File: src/inc/ria_pkg.sv
// How it works
// - Indicator asserted whenever radio is active, if enabled and not suppressed
// - Polarity 0 active high, 1 active low
// - Lead time 0 to 20 ms, 312.5 us steps
// - One step jitter, early drift allowed
// - Intervals under 30 ms suppress the indicator
// - Interval back to 30 ms resumes indicator
// - Assert on every event despite slave latency
// - Enable, lead, polarity; enable defaults off
// - Stored configuration applied at every reset
package ria_pkg;

  ////////////////////////////////////////////////////////////////////////////
  // Timing
  localparam longint STEP_NS = 64'd312500;
  localparam longint LEAD_MAX_NS = 64'd20000000;
  localparam longint INTV_MIN_NS = 64'd30000000;
  localparam longint LF_HZ = 64'd32000;
  localparam int LEAD_MAX_STEPS = int'(LEAD_MAX_NS / STEP_NS);
  localparam int INTV_MIN_STEPS = int'(INTV_MIN_NS / STEP_NS);
  localparam int LF_PER_STEP = int'((STEP_NS * LF_HZ) / 64'd1000000000);

  ////////////////////////////////////////////////////////////////////////////
  // Register map, byte addresses
  localparam logic [3:0] OFS_CTRL = 4'h0;
  localparam logic [3:0] OFS_INTV = 4'h4;
  localparam logic [3:0] OFS_STAT = 4'h8;
  localparam logic [3:0] OFS_EVCNT = 4'hC;

  // Control field positions
  localparam int CTRL_EN_BIT = 0;
  localparam int CTRL_POL_BIT = 1;
  localparam int CTRL_LEAD_LSB = 8;
  localparam int CTRL_LEAD_W = 7;

  // Status field positions
  localparam int STAT_IND_BIT = 0;
  localparam int STAT_SUP_BIT = 1;
  localparam int STAT_RADIO_BIT = 2;
  localparam int STAT_CNT_LSB = 16;

  // Stored configuration loaded at reset
  localparam logic RST_EN = 1'b0;
  localparam logic RST_POL = 1'b0;
  localparam logic [6:0] RST_LEAD = 7'h00;
  localparam logic [15:0] RST_INTV = 16'h0000;

  typedef struct packed {
    logic en;
    logic pol;
    logic [6:0] lead;
  } ria_ctrl_t;

  typedef struct packed {
    logic ind;
    logic sup;
    logic radio;
    logic [15:0] cnt;
  } ria_stat_t;

endpackage

File: src/hdl/ria_top.sv
`timescale 1ns/1ps
`default_nettype none
module ria_top
  import ria_pkg::*;
#(
  parameter int LF_DIV = LF_PER_STEP,
  parameter int LEAD_MAX = LEAD_MAX_STEPS,
  parameter int INTV_MIN = INTV_MIN_STEPS
)
(
  input wire logic clk,
  input wire logic sys_rst,
  // Avalon-MM slave
  input wire logic [3:0] address,
  input wire logic read,
  input wire logic write,
  input wire logic [3:0] byteenable,
  input wire logic [31:0] writedata,
  output logic [31:0] readdata,
  output logic waitrequest,
  // Slow timebase pin
  input wire logic lf_clk_pin,
  // Radio logic, same clock
  input wire logic radio_active,
  input wire logic evt_anchor,
  // Indicator pin
  output logic act_ind
);

  ////////////////////////////////////////////////////////////////////////////
  // Declarations
  ria_ctrl_t ctrl_ff;
  ria_stat_t stat;
  logic [15:0] intv_ff;
  logic [15:0] cnt_ff;
  logic [15:0] nxt_cnt;
  logic [31:0] evcnt_ff;
  logic [31:0] readdata_ff;
  logic [31:0] nxt_rdata;
  logic ack_ff;
  logic ind_ff;
  logic pin_ff;
  logic win_ff;
  logic lf_rise;
  logic step;
  logic req;
  logic wr_do;
  logic suppressed;
  logic lead_win;
  logic nxt_ind;
  logic [6:0] lead_eff;
  logic [6:0] wr_lead;

  ////////////////////////////////////////////////////////////////////////////
  // Slow timebase: pin synchroniser and step divider
  ria_sync u_sync
  (
    .clk(clk),
    .sys_rst(sys_rst),
    .din(lf_clk_pin),
    .dout(),
    .rise(lf_rise)
  );

  ria_step_gen #(.DIV(LF_DIV)) u_step
  (
    .clk(clk),
    .sys_rst(sys_rst),
    .lf_rise(lf_rise),
    .step(step)
  );

  ////////////////////////////////////////////////////////////////////////////
  // Bus handshake: one wait cycle, then answer
  assign req = read | write;
  assign waitrequest = req & ~ack_ff;
  assign wr_do = write & ack_ff;

  always_ff @(posedge clk)
  begin
    if (sys_rst)
    begin
      ack_ff <= 1'b0;
    end
    else
    begin
      ack_ff <= req & ~ack_ff;
    end
  end

  ////////////////////////////////////////////////////////////////////////////
  // Lead field from a write, clamped to the longest lead
  always_comb
  begin
    if (writedata[CTRL_LEAD_LSB +: CTRL_LEAD_W] > 7'(LEAD_MAX))
    begin
      wr_lead = 7'(LEAD_MAX);
    end
    else
    begin
      wr_lead = writedata[CTRL_LEAD_LSB +: CTRL_LEAD_W];
    end
  end

  ////////////////////////////////////////////////////////////////////////////
  // Control register, stored setup loaded at reset
  always_ff @(posedge clk)
  begin
    if (sys_rst)
    begin
      ctrl_ff.en <= RST_EN;
      ctrl_ff.pol <= RST_POL;
      ctrl_ff.lead <= RST_LEAD;
    end
    else if (wr_do && address == OFS_CTRL)
    begin
      if (byteenable[0])
      begin
        ctrl_ff.en <= writedata[CTRL_EN_BIT];
        ctrl_ff.pol <= writedata[CTRL_POL_BIT];
      end
      if (byteenable[1])
      begin
        ctrl_ff.lead <= wr_lead;
      end
    end
  end

  ////////////////////////////////////////////////////////////////////////////
  // Event interval in steps, rewritten on every interval update
  always_ff @(posedge clk)
  begin
    if (sys_rst)
    begin
      intv_ff <= RST_INTV;
    end
    else if (wr_do && address == OFS_INTV)
    begin
      if (byteenable[0])
      begin
        intv_ff[7:0] <= writedata[7:0];
      end
      if (byteenable[1])
      begin
        intv_ff[15:8] <= writedata[15:8];
      end
    end
  end

  ////////////////////////////////////////////////////////////////////////////
  // Suppression follows the live interval, so it lifts by itself
  assign suppressed = intv_ff < 16'(INTV_MIN);

  ////////////////////////////////////////////////////////////////////////////
  // Steps left to the next scheduled radio start
  always_comb
  begin
    nxt_cnt = cnt_ff;
    if (evt_anchor)
    begin
      nxt_cnt = intv_ff; // Resync on the real start
    end
    else if (step)
    begin
      if (cnt_ff == 16'h0000)
      begin
        nxt_cnt = intv_ff - 16'h0001;
      end
      else
      begin
        nxt_cnt = cnt_ff - 16'h0001;
      end
    end
  end

  always_ff @(posedge clk)
  begin
    if (sys_rst)
    begin
      cnt_ff <= 16'h0000;
    end
    else
    begin
      cnt_ff <= nxt_cnt;
    end
  end

  ////////////////////////////////////////////////////////////////////////////
  // Lead window: open once the countdown reaches the lead
  assign lead_eff = ctrl_ff.lead;
  assign lead_win = (intv_ff != 16'h0000) && (cnt_ff <= {9'h000, lead_eff});

  ////////////////////////////////////////////////////////////////////////////
  // Indicator state, gated by enable and suppression
  always_comb
  begin
    nxt_ind = 1'b0;
    if (ctrl_ff.en && !suppressed)
    begin
      nxt_ind = radio_active | lead_win;
    end
  end

  always_ff @(posedge clk)
  begin
    if (sys_rst)
    begin
      ind_ff <= 1'b0;
      win_ff <= 1'b0;
    end
    else
    begin
      ind_ff <= nxt_ind;
      win_ff <= nxt_ind;
    end
  end

  ////////////////////////////////////////////////////////////////////////////
  // Pin drive with selectable polarity
  always_ff @(posedge clk)
  begin
    if (sys_rst)
    begin
      pin_ff <= RST_POL;
    end
    else
    begin
      pin_ff <= nxt_ind ^ ctrl_ff.pol;
    end
  end

  assign act_ind = pin_ff;

  ////////////////////////////////////////////////////////////////////////////
  // Count indicator assertions, one per asserted period
  always_ff @(posedge clk)
  begin
    if (sys_rst)
    begin
      evcnt_ff <= 32'h0000_0000;
    end
    else if (wr_do && address == OFS_EVCNT)
    begin
      evcnt_ff <= 32'h0000_0000; // Any write clears
    end
    else if (nxt_ind && !win_ff)
    begin
      evcnt_ff <= evcnt_ff + 32'h0000_0001;
    end
  end

  ////////////////////////////////////////////////////////////////////////////
  // Status view
  assign stat.ind = ind_ff;
  assign stat.sup = suppressed;
  assign stat.radio = radio_active;
  assign stat.cnt = cnt_ff;

  ////////////////////////////////////////////////////////////////////////////
  // Read mux, unmapped offsets read zero
  always_comb
  begin
    nxt_rdata = 32'h0000_0000;
    case (address)
      OFS_CTRL:
      begin
        nxt_rdata[CTRL_EN_BIT] = ctrl_ff.en;
        nxt_rdata[CTRL_POL_BIT] = ctrl_ff.pol;
        nxt_rdata[CTRL_LEAD_LSB +: CTRL_LEAD_W] = ctrl_ff.lead;
      end
      OFS_INTV:
      begin
        nxt_rdata[15:0] = intv_ff;
      end
      OFS_STAT:
      begin
        nxt_rdata[STAT_IND_BIT] = stat.ind;
        nxt_rdata[STAT_SUP_BIT] = stat.sup;
        nxt_rdata[STAT_RADIO_BIT] = stat.radio;
        nxt_rdata[STAT_CNT_LSB +: 16] = stat.cnt;
      end
      OFS_EVCNT:
      begin
        nxt_rdata = evcnt_ff;
      end
      default:
      begin
        nxt_rdata = 32'h0000_0000;
      end
    endcase
  end

  ////////////////////////////////////////////////////////////////////////////
  // Read data captured in the wait cycle, stands while answered
  always_ff @(posedge clk)
  begin
    if (sys_rst)
    begin
      readdata_ff <= 32'h0000_0000;
    end
    else if (read && !ack_ff)
    begin
      readdata_ff <= nxt_rdata;
    end
  end

  assign readdata = readdata_ff;

endmodule // ria_top
`default_nettype wire

File: src/hdl/ria_sync.sv
`timescale 1ns/1ps
`default_nettype none
module ria_sync
  import ria_pkg::*;
(
  input wire logic clk,
  input wire logic sys_rst,
  input wire logic din,
  output logic dout,
  output logic rise
);

  logic meta_ff;
  logic sync_ff;
  logic prev_ff;

  ////////////////////////////////////////////////////////////////////////////
  // Two flops, then edge detect on the second only
  always_ff @(posedge clk)
  begin
    if (sys_rst)
    begin
      meta_ff <= 1'b0;
      sync_ff <= 1'b0;
      prev_ff <= 1'b0;
    end
    else
    begin
      meta_ff <= din;
      sync_ff <= meta_ff;
      prev_ff <= sync_ff;
    end
  end

  assign dout = sync_ff;
  assign rise = sync_ff & ~prev_ff;

endmodule // ria_sync
`default_nettype wire

File: src/hdl/ria_step_gen.sv
`timescale 1ns/1ps
`default_nettype none
module ria_step_gen
  import ria_pkg::*;
#(
  parameter int DIV = LF_PER_STEP
)
(
  input wire logic clk,
  input wire logic sys_rst,
  input wire logic lf_rise,
  output logic step
);

  logic [7:0] div_ff;
  logic step_ff;

  ////////////////////////////////////////////////////////////////////////////
  // Divide slow clock edges into lead-time steps
  always_ff @(posedge clk)
  begin
    if (sys_rst)
    begin
      div_ff <= 8'h00;
      step_ff <= 1'b0;
    end
    else
    begin
      step_ff <= 1'b0;
      if (lf_rise)
      begin
        if (div_ff == 8'(DIV - 1))
        begin
          div_ff <= 8'h00;
          step_ff <= 1'b1;
        end
        else
        begin
          div_ff <= div_ff + 8'h01;
        end
      end
    end
  end

  assign step = step_ff;

endmodule // ria_step_gen
`default_nettype wire

File: config.mk
export PLATFORM = sky130hd
export DESIGN_NAME = ria_top
export DESIGN_NICKNAME = d
export VERILOG_FILES = /design/src/inc/ria_pkg.sv /design/src/hdl/ria_top.sv /design/src/hdl/ria_sync.sv /design/src/hdl/ria_step_gen.sv
export SDC_FILE = /design/constraint.sdc
export NUM_CORES = 1
export LEC_CHECK = 0
export ABC_AREA = 1
export BUFFER_PORTS_ARGS = -buffer_cell sky130_fd_sc_hd__buf_2
export CAP_MARGIN = 30
export CELL_PAD_IN_SITES_DETAIL_PLACEMENT = 1
export CELL_PAD_IN_SITES_GLOBAL_PLACEMENT = 2
export CORE_MARGIN = 4
export CORE_UTILIZATION = 30
export CTS_CLUSTER_SIZE = 16
export DETAILED_ROUTE_END_ITERATION = 10
export PLACE_DENSITY = 0.77
export SETUP_SLACK_MARGIN = 0.1
export SLEW_MARGIN = 30
export SYNTH_ARGS = -nofsm -noshare
export SYNTH_HDL_FRONTEND = slang
export SYNTH_HIERARCHICAL = 1
export SYNTH_SLANG_ARGS = --single-unit
File: constraint.sdc
create_clock -name clk -period 4.6 [get_ports clk]
set_clock_uncertainty 0.1 [all_clocks]
set_input_delay 0.23 -clock clk [delete_from_list [all_inputs] [get_ports clk]]
set_output_delay 0.23 -clock clk [all_outputs]
set_load 0.005 [all_outputs]
== Word level (Yosys, flattened, before mapping) ==
Cells that the tools add are included.
Widths: inputs -> output; s select.

* Add/sub/neg operators: 4
* $lt $le $gt $ge: 3
* Bitwise operators: 9
* Multiplexer cells: 13
* Equal/unequal tests: 4
* Reductions and logical operators: 20
* Shift-type cells: 0
* Divide/modulo/power cells: 0
* Multiply operators: 0

{| class="wikitable"
|+ Operators by type and width
! operator !! number
|-
| $mux 16 || 3
|-
| $add 32x1->32 const B || 1
|-
| $pmux 16 s2 || 1
|-
| $sub 16x1->16 const B || 2
|-
| $pmux 7 s3 || 1
|-
| $le 16x7->1 || 1
|-
| $logic_not 16->1 || 1
|-
| $lt 16x7->1 const B || 1
|-
| $reduce_bool 16->1 || 1
|-
| $pmux 5 s2 || 1
|-
| $add 8x1->8 const B || 1
|-
| $eq 4x4->1 const B || 2
|-
| $eq 8x4->1 const B || 1
|-
| $mux 8 || 1
|-
| $pmux 2 s4 || 1
|-
| $reduce_and 2->1 || 4
|-
| $gt 7x7->1 const B || 1
|-
| $logic_and 1x1->1 || 7
|-
| $mux 7 || 1
|-
| $eq 4x3->1 const B || 1
|-
| $logic_not 4->1 || 1
|-
| $reduce_or 2->1 || 2
|-
| $and 1x1->1 || 3
|-
| $logic_not 1->1 || 3
|-
| 7 further kinds || 11
|}

* Register bits: 120
* Memories: 0
* Word-level logic and storage cells: 69
* Output and inout port bits: 34
* Memory bits (writable): 0
* Input port bits: 47
* Bits in latches: 0
* ROM bits: 0

== Logic depth before layout (Yosys ltp) ==
Gate-level depths: netlist (run 1).

* Depth after elaboration: 5
* Gate-level depth with buffers: 15
* Gate-level depth less buffers: 14

== Modules after synthesis ==
The synthesis (run 1) kept the hierarchy.

{| class="wikitable"
|+ By module, submodules not included
! module !! cells each !! seq. area each (um^2) !! area each (um^2) !! times used
|-
| ria_top || 919 || 2162.1 || 6206.0 || 1
|-
| ria_step_gen || 68 || 180.2 || 467.9 || 1
|-
| ria_sync || 10 || 60.1 || 86.3 || 1
|}

== Worst setup path before layout (run 1) ==
OpenSTA, ideal clock, no wires.

* Kind: reg-to-reg
* Start point: register cnt_ff[13]
* End point: register cnt_ff[6]
* Arrival: 1.818 ns
* Setup time: 0.134 ns
* Required time: 4.366 ns
* Buffers on the path: 0
* Path slack: 2.548 ns
* Cell stages (with the launch flop): 14
* Period minus slack after synthesis: 2.052 ns
* Cell sequence: dfxtp_1 -> nor2_1 -> nand2_1 -> nor2_8 -> nand2_4 -> o21ai_0 -> inv_1 -> ha_1 -> nand3_1 -> inv_1 -> nand3_1 -> nand2_1 -> o21ai_0 -> a21oi_1

* Longest elaborated chain between the ends: 4

{| class="wikitable"
|+ RTL lines
! element !! line !! RTL
|-
| from (decl) || ria_top.sv:35 || <nowiki>logic [15:0] cnt_ff;</nowiki>
|-
| from (signal assigned) || ria_top.sv:184 || <nowiki>cnt_ff <= nxt_cnt;</nowiki>
|-
| $logic_not 16->1 || ria_top.sv:165 || <nowiki>if (cnt_ff == 16'h0000)</nowiki>
|-
| $mux 16 || ria_top.sv:165 ||
|-
| $mux 16 || ria_top.sv:163 || <nowiki>else if (step)</nowiki>
|-
| $mux 16 || ria_top.sv:159 || <nowiki>if (evt_anchor)</nowiki>
|}

Every way passes these cells. The select of a mux whose other input is x is not followed.
A chain may end at the register's enable or synchronous reset.

== Final worst setup path (run 1) ==
* Start point: register intv_ff[13]
* End point: register evcnt_ff[28]

* Longest elaborated chain between the ends: 5
* Elaborated cells on any way between the ends: 8
* Those cells by class: order compare: 1; mux: 1; bitwise: 1; reduce/logical: 5

{| class="wikitable"
|+ RTL lines
! element !! line !! RTL
|-
| from (decl) || ria_top.sv:34 || <nowiki>logic [15:0] intv_ff;</nowiki>
|-
| from (signal assigned) || ria_top.sv:145 || <nowiki>intv_ff[15:8] <= writedata[15:8];</nowiki>
|-
| $lt 16x7->1 / $reduce_bool 16->1 (equally long branches) || ria_top.sv:152, ria_top.sv:191 ||
|-
| $logic_not 1->1 / $logic_and 1x1->1 (equally long branches) || ria_top.sv:198, ria_top.sv:191 ||
|-
| $logic_and 1x1->1 / $or 1x1->1 (equally long branches) || ria_top.sv:198, ria_top.sv:200 ||
|-
| $mux 1 * || ria_top.sv:198 || <nowiki>if (ctrl_ff.en && !suppressed)</nowiki>
|-
| $logic_and 1x1->1 * || ria_top.sv:246 || <nowiki>else if (nxt_ind && !win_ff)</nowiki>
|-
| to (signal assigned) || ria_top.sv:248 || <nowiki>evcnt_ff <= evcnt_ff + 32'h0000_0001;</nowiki>
|-
| to (decl) || ria_top.sv:37 || <nowiki>logic [31:0] evcnt_ff;</nowiki>
|}

Mark *: on every way between the ends. The rest lies on a longest branch, timed or not.

==> results of run 1 <==
-- cells in the mapped netlist, types with 5 or more instances --
library cell    n  area (um^2)
nor3_1         18         90.1
o21ai_0        63          315
nor4_1          6         37.5
a22oi_1         9         67.6
xor2_1         35          307
nand2_1       200          751
dfxtp_1       120         2400
nand2_2         8         50.1
o221ai_1       21          184
o21ai_1         5         25.0
inv_1         136          510
nor2_1        110          413
nand3_1        35          175
clkbuf_1       31          116
o22ai_1         5         31.3
a21oi_1        83          415
buf_2           5         25.0
nand4_1        43          269
nor2_2         10         62.6
a31oi_1         5         31.3
ha_1           11          138
-- flip-flops by register name (all words and copies together), names as in the netlist, 2 cells and up --
register,flops
evcnt_ff,32
readdata,32
cnt_ff,16
intv_ff,16
u_step/div_ff,8
lead_eff,7
ctrl_ff,2
-- layout make-up --
class / instances / area [um^2] / share of cell area
clock buffers: 18 / 439 / 0.0543
clock inverters: 13 / 193 / 0.0238
inverters: 141 / 529 / 0.0655
multi-input cells: 694 / 3650 / 0.452
flip-flops and latches: 120 / 2400 / 0.297
well taps: 280 / 350 / 0.0433
repair buffers: 85 / 515 / 0.0638
-- power breakdown --
| part | internal, mW | switching [mW] | leakage (nW) |
|---|---|---|---|
| combinational | 0.0992 | 0.203 | 1.95 |
| sequential | 1.06 | 0.0128 | 0.972 |
| clock | 0.924 | 0.542 | 0.303 |
| total | 2.08 | 0.757 | 3.23 |
-- per-stage QoR --
stage                     area [um^2]  worst slack (ps)  hold WS, ps
after floorplan                  6760              2550          201
after global placement           7320              1940          291
after detailed placement         7320              1870          299
after CTS                        8080              1850         4.43
after global routing             8080              1570         26.4
final                            8080              1830         17.7
-- critical path: stages, from the launching register on --
cell,delay (ps)
dfxtp_1,340
nor4_1,350
nand2_1,120
a211oi_1,580
nor2_2,50
buf_4,290
nand3_2,550
nand2_1,120
a21oi_1,180
-- routing by layer --
layer  share of wire  wire length (um)  vias to the layer above  track usage
met1            0.47             11500                     3297        0.267
met2            0.47             11500                      115        0.336
li1                -                 -                     3418            -
met4           0.023               553                        0       0.0646
met3           0.033               791                       36       0.0350
met5               0                 0                        -            0
-- cell usage in the layout (no fill, tap or decap), drive strengths merged --
cell type / instances
a211oi: 2
nor4: 6
a21oi: 86
nand3: 36
clkbuf: 18
buf: 72
o31ai: 1
clkinv: 5
xor2: 35
o311ai: 1
dlygate4sd3: 13
or2: 1
nor3: 23
nor3b: 1
nand4: 43
bufinv: 4
nand3b: 3
a22oi: 9
o22ai: 5
clkinvlp: 2
o221ai: 21
nand2: 209
or4: 1
inv: 143
dfxtp: 120
nor2: 125
a21boi: 1
ha: 11
a31oi: 5
o21ai: 69
-- worst max-delay path by stage --
stage                                   from                        end  slack [ps]
floorplan            cnt_ff[13]$_SDFFE_PP0P_     cnt_ff[6]$_SDFFE_PP0P_        2550
global placement    intv_ff[13]$_SDFFE_PP0P_  evcnt_ff[29]$_SDFFE_PP0P_        1940
detailed placement  intv_ff[13]$_SDFFE_PP0P_  evcnt_ff[28]$_SDFFE_PP0P_        1870
CTS                 intv_ff[13]$_SDFFE_PP0P_  evcnt_ff[28]$_SDFFE_PP0P_        1850
global route         intv_ff[8]$_SDFFE_PP0P_  evcnt_ff[12]$_SDFFE_PP0P_        1570
finish              intv_ff[13]$_SDFFE_PP0P_  evcnt_ff[28]$_SDFFE_PP0P_        1830
-- cell families after synthesis --
| logic type | Yosys count |
|---|---|
| and+or+nand+nor | 448 |
| AOI/OAI and AO/OA | 200 |
| buffers and inverters | 183 |
| DFF | 120 |
| xor gates and xnor gates | 35 |
| adders and majority gates | 11 |
-- repair_timing --
| action | CTS | global route |
|---|---|---|
| hold endpoints to repair | 12 | 0 |
| hold buffers | 13 | 0 |
| endpoints found under the setup margin | 0 | 0 |
| buffers inserted | 0 | 0 |
==> flow_metrics.py, run 1 <==
metrics = {
    "logic_synthesis": {
        "async_flop_share": 0,
        "synth-edff-count": 0,
        "ys_seq_area_frac": 0.355,
        "synth_cell_types": 43,
        "synthXorXnorAreaFrac": 0.0453,
        "synth_compound_area_frac": 0.170,
        "synth_mux_area_frac": 0,
        "synthCells": 997,
        "syn_area_um2": 6760,
        "synth_top_family_by_area": "simple AND/OR/NAND/NOR gates",
        "avgSynthCellArea_um2": 6.78,
        "syn_nets": 1055,
        "ys_seq_elements": 120,
        "synth-simple-area-share": 0.302,
        "yosysWarnings": 6,
        "synth_fa_ha_area_frac": 0.0204,
        "synthFlopType": "dfxtp_1",
    },
    "worst_setup_path": {
        "reg2reg_depth": 8,
        "setup.worst_path.start_class": "register",
        "critPathMaxFanout": 35,
        "r2r_start": "intv_ff[13]$_SDFFE_PP0P_",
        "critPathRequiredTime_ps": 4850,
        "arrival_ps": 3020,
        "path_class": "register to register",
        "rrSetupSlack_ps": 1830,
        "cp-end-kind": "register",
        "r2r-end": "evcnt_ff[28]$_SDFFE_PP0P_",
    },
    "global_route": {
        "grt-ovfl-total": 0,
        "antenna_found_initial": 0,
        "grt_pass1_wl_um": 39200,
        "grt_max_degree": 48,
        "gr-usage-all-layers": 0.202,
        "grt_pass1_vias": 7088,
    },
    "clock_tree": {
        "cts_buffer_depth": 2,
        "cts_tree": "yes",
        "cts_resized": 0,
        "cts_root_buf": "clkbuf_16",
        "insertion_delay_ps": 430,
        "cts_max_level": 4,
        "clk_pin_slew_ps": 60,
        "cts_sinks": 120,
        "cts_buffers": 17,
    },
    "detailed_routing": {
        "dr.pass1.iters": 4,
        "drtIter0Drc": 311,
        "route.vias.total": 6866,
        "drt-total-wl_um": 24300,
        "avgViaCountPerCell": 5.08,
        "post-route-drc-count": 0,
        "postRouteAntennaNets": 0,
        "wl_per_cell_um": 18.0,
    },
    "floorplan": {
        "die_area_um2": 25000,
        "initial_utilization": 0.307,
        "dieHeight_um": 158,
        "core_area_um2": 22000,
        "rows": 54,
        "io_pins": 81,
        "die_w_um": 158,
    },
    "sta": {
        "maxSlewHeadroom": 0.347,
        "fin_crit_ps": 2770,
        "rsz0062_at_grt": "false",
        "fin_crit_sh": 0.602,
        "setup_tns_ps": 0,
        "tightestPinTransition_ps": 979,
        "max_clock_freq_mhz": 361,
        "setup_viol": 0,
        "final-hold-violation-count": 0,
        "drv_slew": 0,
    },
    "placement": {
        "dp_hpwl_um": 18000,
        "dp_cells": 1307,
        "port_buffers": 62,
        "routabilityCongestion": 0.850,
    },
    "outcome": {
        "status": "complete, no violations",
    },
    "layout": {
        "area_delta_synth_final_pct": 19.6,
        "nets": 1117,
        "final_util": 0.367,
        "n_fill_cell": 2826,
        "final_cell_count_no_fill": 1351,
        "n_antenna_cell": 0,
        "drive_gt1_frac": 0.135,
    },
    "hold_path": {
        "holdPathStages": 3,
        "min_to": "intv_ff[15]$_SDFFE_PP0P_",
        "hold_path.class": "primary input to register",
        "worstHoldStart": "writedata[15]",
    },
    "power": {
        "report.power.total_mw": 2.84,
        "peakVddDrop_v": 0.000224,
        "p_per_area_nw_per_um2": 351,
        "power_leakage_nw": 3.23,
    },
    "run": {
        "cap_violations": 0,
    },
}
Power figures use the tool's default switching activity.
==> run 2: changes to the inputs <==
- CORE_UTILIZATION: 30 -> 29
- clock period: 4.6 -> 2.4 ns (I/O delays scaled with it)
==> flow_metrics.py, run 2 (same netlist as run 1, synthesis figures left out) <==
metrics = {
    "detailed_routing": {
        "drt-total-wl_um": 25800,
        "dr.pass1.iters": 5,
        "avgViaCountPerCell": 4.97,
        "route.vias.total": 7114,
        "postRouteAntennaNets": 0,
        "wl_per_cell_um": 18.0,
        "post-route-drc-count": 0,
        "drtIter0Drc": 414,
    },
    "worst_setup_path": {
        "setup.worst_path.start_class": "register",
        "critPathRequiredTime_ps": 2590,
        "cp-end-kind": "register",
        "path_class": "register to register",
        "critPathMaxFanout": 9,
        "arrival_ps": 2350,
        "reg2reg_depth": 13,
    },
    "sta": {
        "final-hold-violation-count": 0,
        "max_clock_freq_mhz": 461,
        "setup_tns_ps": 0,
        "tightestPinTransition_ps": 643,
        "drv_slew": 0,
        "setup_viol": 0,
        "rsz0062_at_grt": "false",
        "fin_crit_sh": 0.904,
        "maxSlewHeadroom": 0.569,
        "timing.hold.ws_ps": 52.2,
        "fin_crit_ps": 2170,
        "fin_ws_ps": 232,
    },
    "placement": {
        "port_buffers": 62,
        "place_area_um2": 7610,
        "dpl_worst_slack_ps": 121,
        "dp_hpwl_um": 19000,
        "routabilityCongestion": 0.901,
        "dp_cells": 1370,
    },
    "layout": {
        "nets": 1163,
        "final_cell_mix": "196 x nand2_1, 136 x inv_1, 118 x dfxtp_1",
        "final_cell_count_no_fill": 1431,
        "stdcell_area_um2": 8630,
        "multiInputGateArea_um2": 3750,
        "n_fill_cell": 2836,
        "final_common_cell": "nand2_1",
        "area_delta_synth_final_pct": 27.6,
        "drive_gt1_frac": 0.172,
        "ff_latch_area_um2": 2400,
        "n_antenna_cell": 0,
    },
    "power": {
        "p_per_area_nw_per_um2": 614,
        "peakVddDrop_v": 0.000509,
        "power_leakage_nw": 3.46,
    },
    "floorplan": {
        "die_w_um": 161,
        "initial_utilization": 0.297,
        "io_pins": 81,
        "dieHeight_um": 161,
        "core_area_um2": 22800,
        "die_area_um2": 25800,
        "rows": 55,
    },
    "global_route": {
        "use_met1": 0.259,
        "grt_pass1_wl_um": 40100,
        "grt-ovfl-total": 0,
        "grt-busiest-layer": "met2",
        "met3_usage": 0.0316,
        "use_met2": 0.334,
        "gr-usage-all-layers": 0.196,
        "grt_pass1_vias": 7251,
        "antenna_found_initial": 0,
        "grt_max_degree": 47,
    },
    "hold_path": {
        "hold_path.class": "primary input to register",
        "holdPathStages": 4,
    },
    "clock_tree": {
        "insertion_delay_ps": 430,
        "cts_root_buf": "clkbuf_16",
        "clk_pin_slew_ps": 60,
        "cts_buffers": 17,
        "cts_buffer_depth": 2,
        "cts_max_level": 4,
        "cts_sinks": 120,
        "cts_tree": "yes",
    },
    "run": {
        "cap_violations": 0,
    },
    "outcome": {
        "status": "complete, no violations",
    },
}
run 2: critical path, cell delays in order (launching register included):
cell and delay [ps]:
dfxtp_1 310, nor2_1 130, nand2_2 110, nor2_8 200
nand2_4 90, inv_1 160, a21oi_4 90, ha_2 210
nand3_4 130, inv_1 70, nand3_1 100, nand2_1 80
o21ai_0 170, a21oi_1 80
run 2: report_power, final:
| group | switching [mW] | leakage [nW] | internal (mW) |
|---|---|---|---|
| clock network | 1.05 | 0.272 | 1.56 |
| logic | 0.404 | 2.21 | 0.229 |
| registers | 0.0246 | 0.973 | 2.03 |
run 2: repair_timing:
action	CTS	global route
pin swaps	0	3
endpoints found under the hold margin	27	0
cloned	0	3
buffers inserted	0	0
hold buffers	26	0
resized for setup	1	25
endpoints found under the setup margin	1	44
run 2: final cells by class:
type                    count  area share
multi-input cells         694       0.434
repair buffers            131       0.112
flip-flops and latches    120       0.279
clock inverters            13      0.0170
inverters                 141      0.0613
well taps                 313      0.0454
clock buffers              19      0.0513
run 2: worst paths after layout:
| kind | slack [ps] | from | endpoint |
|---|---|---|---|
| setup / recovery | 230 | cnt_ff[4]$_SDFFE_PP0P_ | cnt_ff[6]$_SDFFE_PP0P_ |
| hold / removal | 50 | byteenable[1] | lead_eff[2]$_SDFFE_PP0P_ |
| setup reg to reg | 230 | cnt_ff[4]$_SDFFE_PP0P_ | cnt_ff[6]$_SDFFE_PP0P_ |
| hold reg to reg | 310 | u_sync/meta_ff$_SDFF_PP0_ | u_sync/dout$_SDFF_PP0_ |
run 2: routing by layer:
metal	up-vias	part of all wire	routed length, um
met5	-	0	0
met4	0	0.018	461
met3	31	0.039	1010
met2	144	0.48	12500
met1	3432	0.46	11800
li1	3507	-	-
run 2: through the flow:
stage	utilization	total power, mW
floorplan	-	2.47
global placement	0.334	2.68
detailed placement	0.334	2.69
CTS	0.372	5.33
global route	0.379	5.51
finish	0.379	5.30
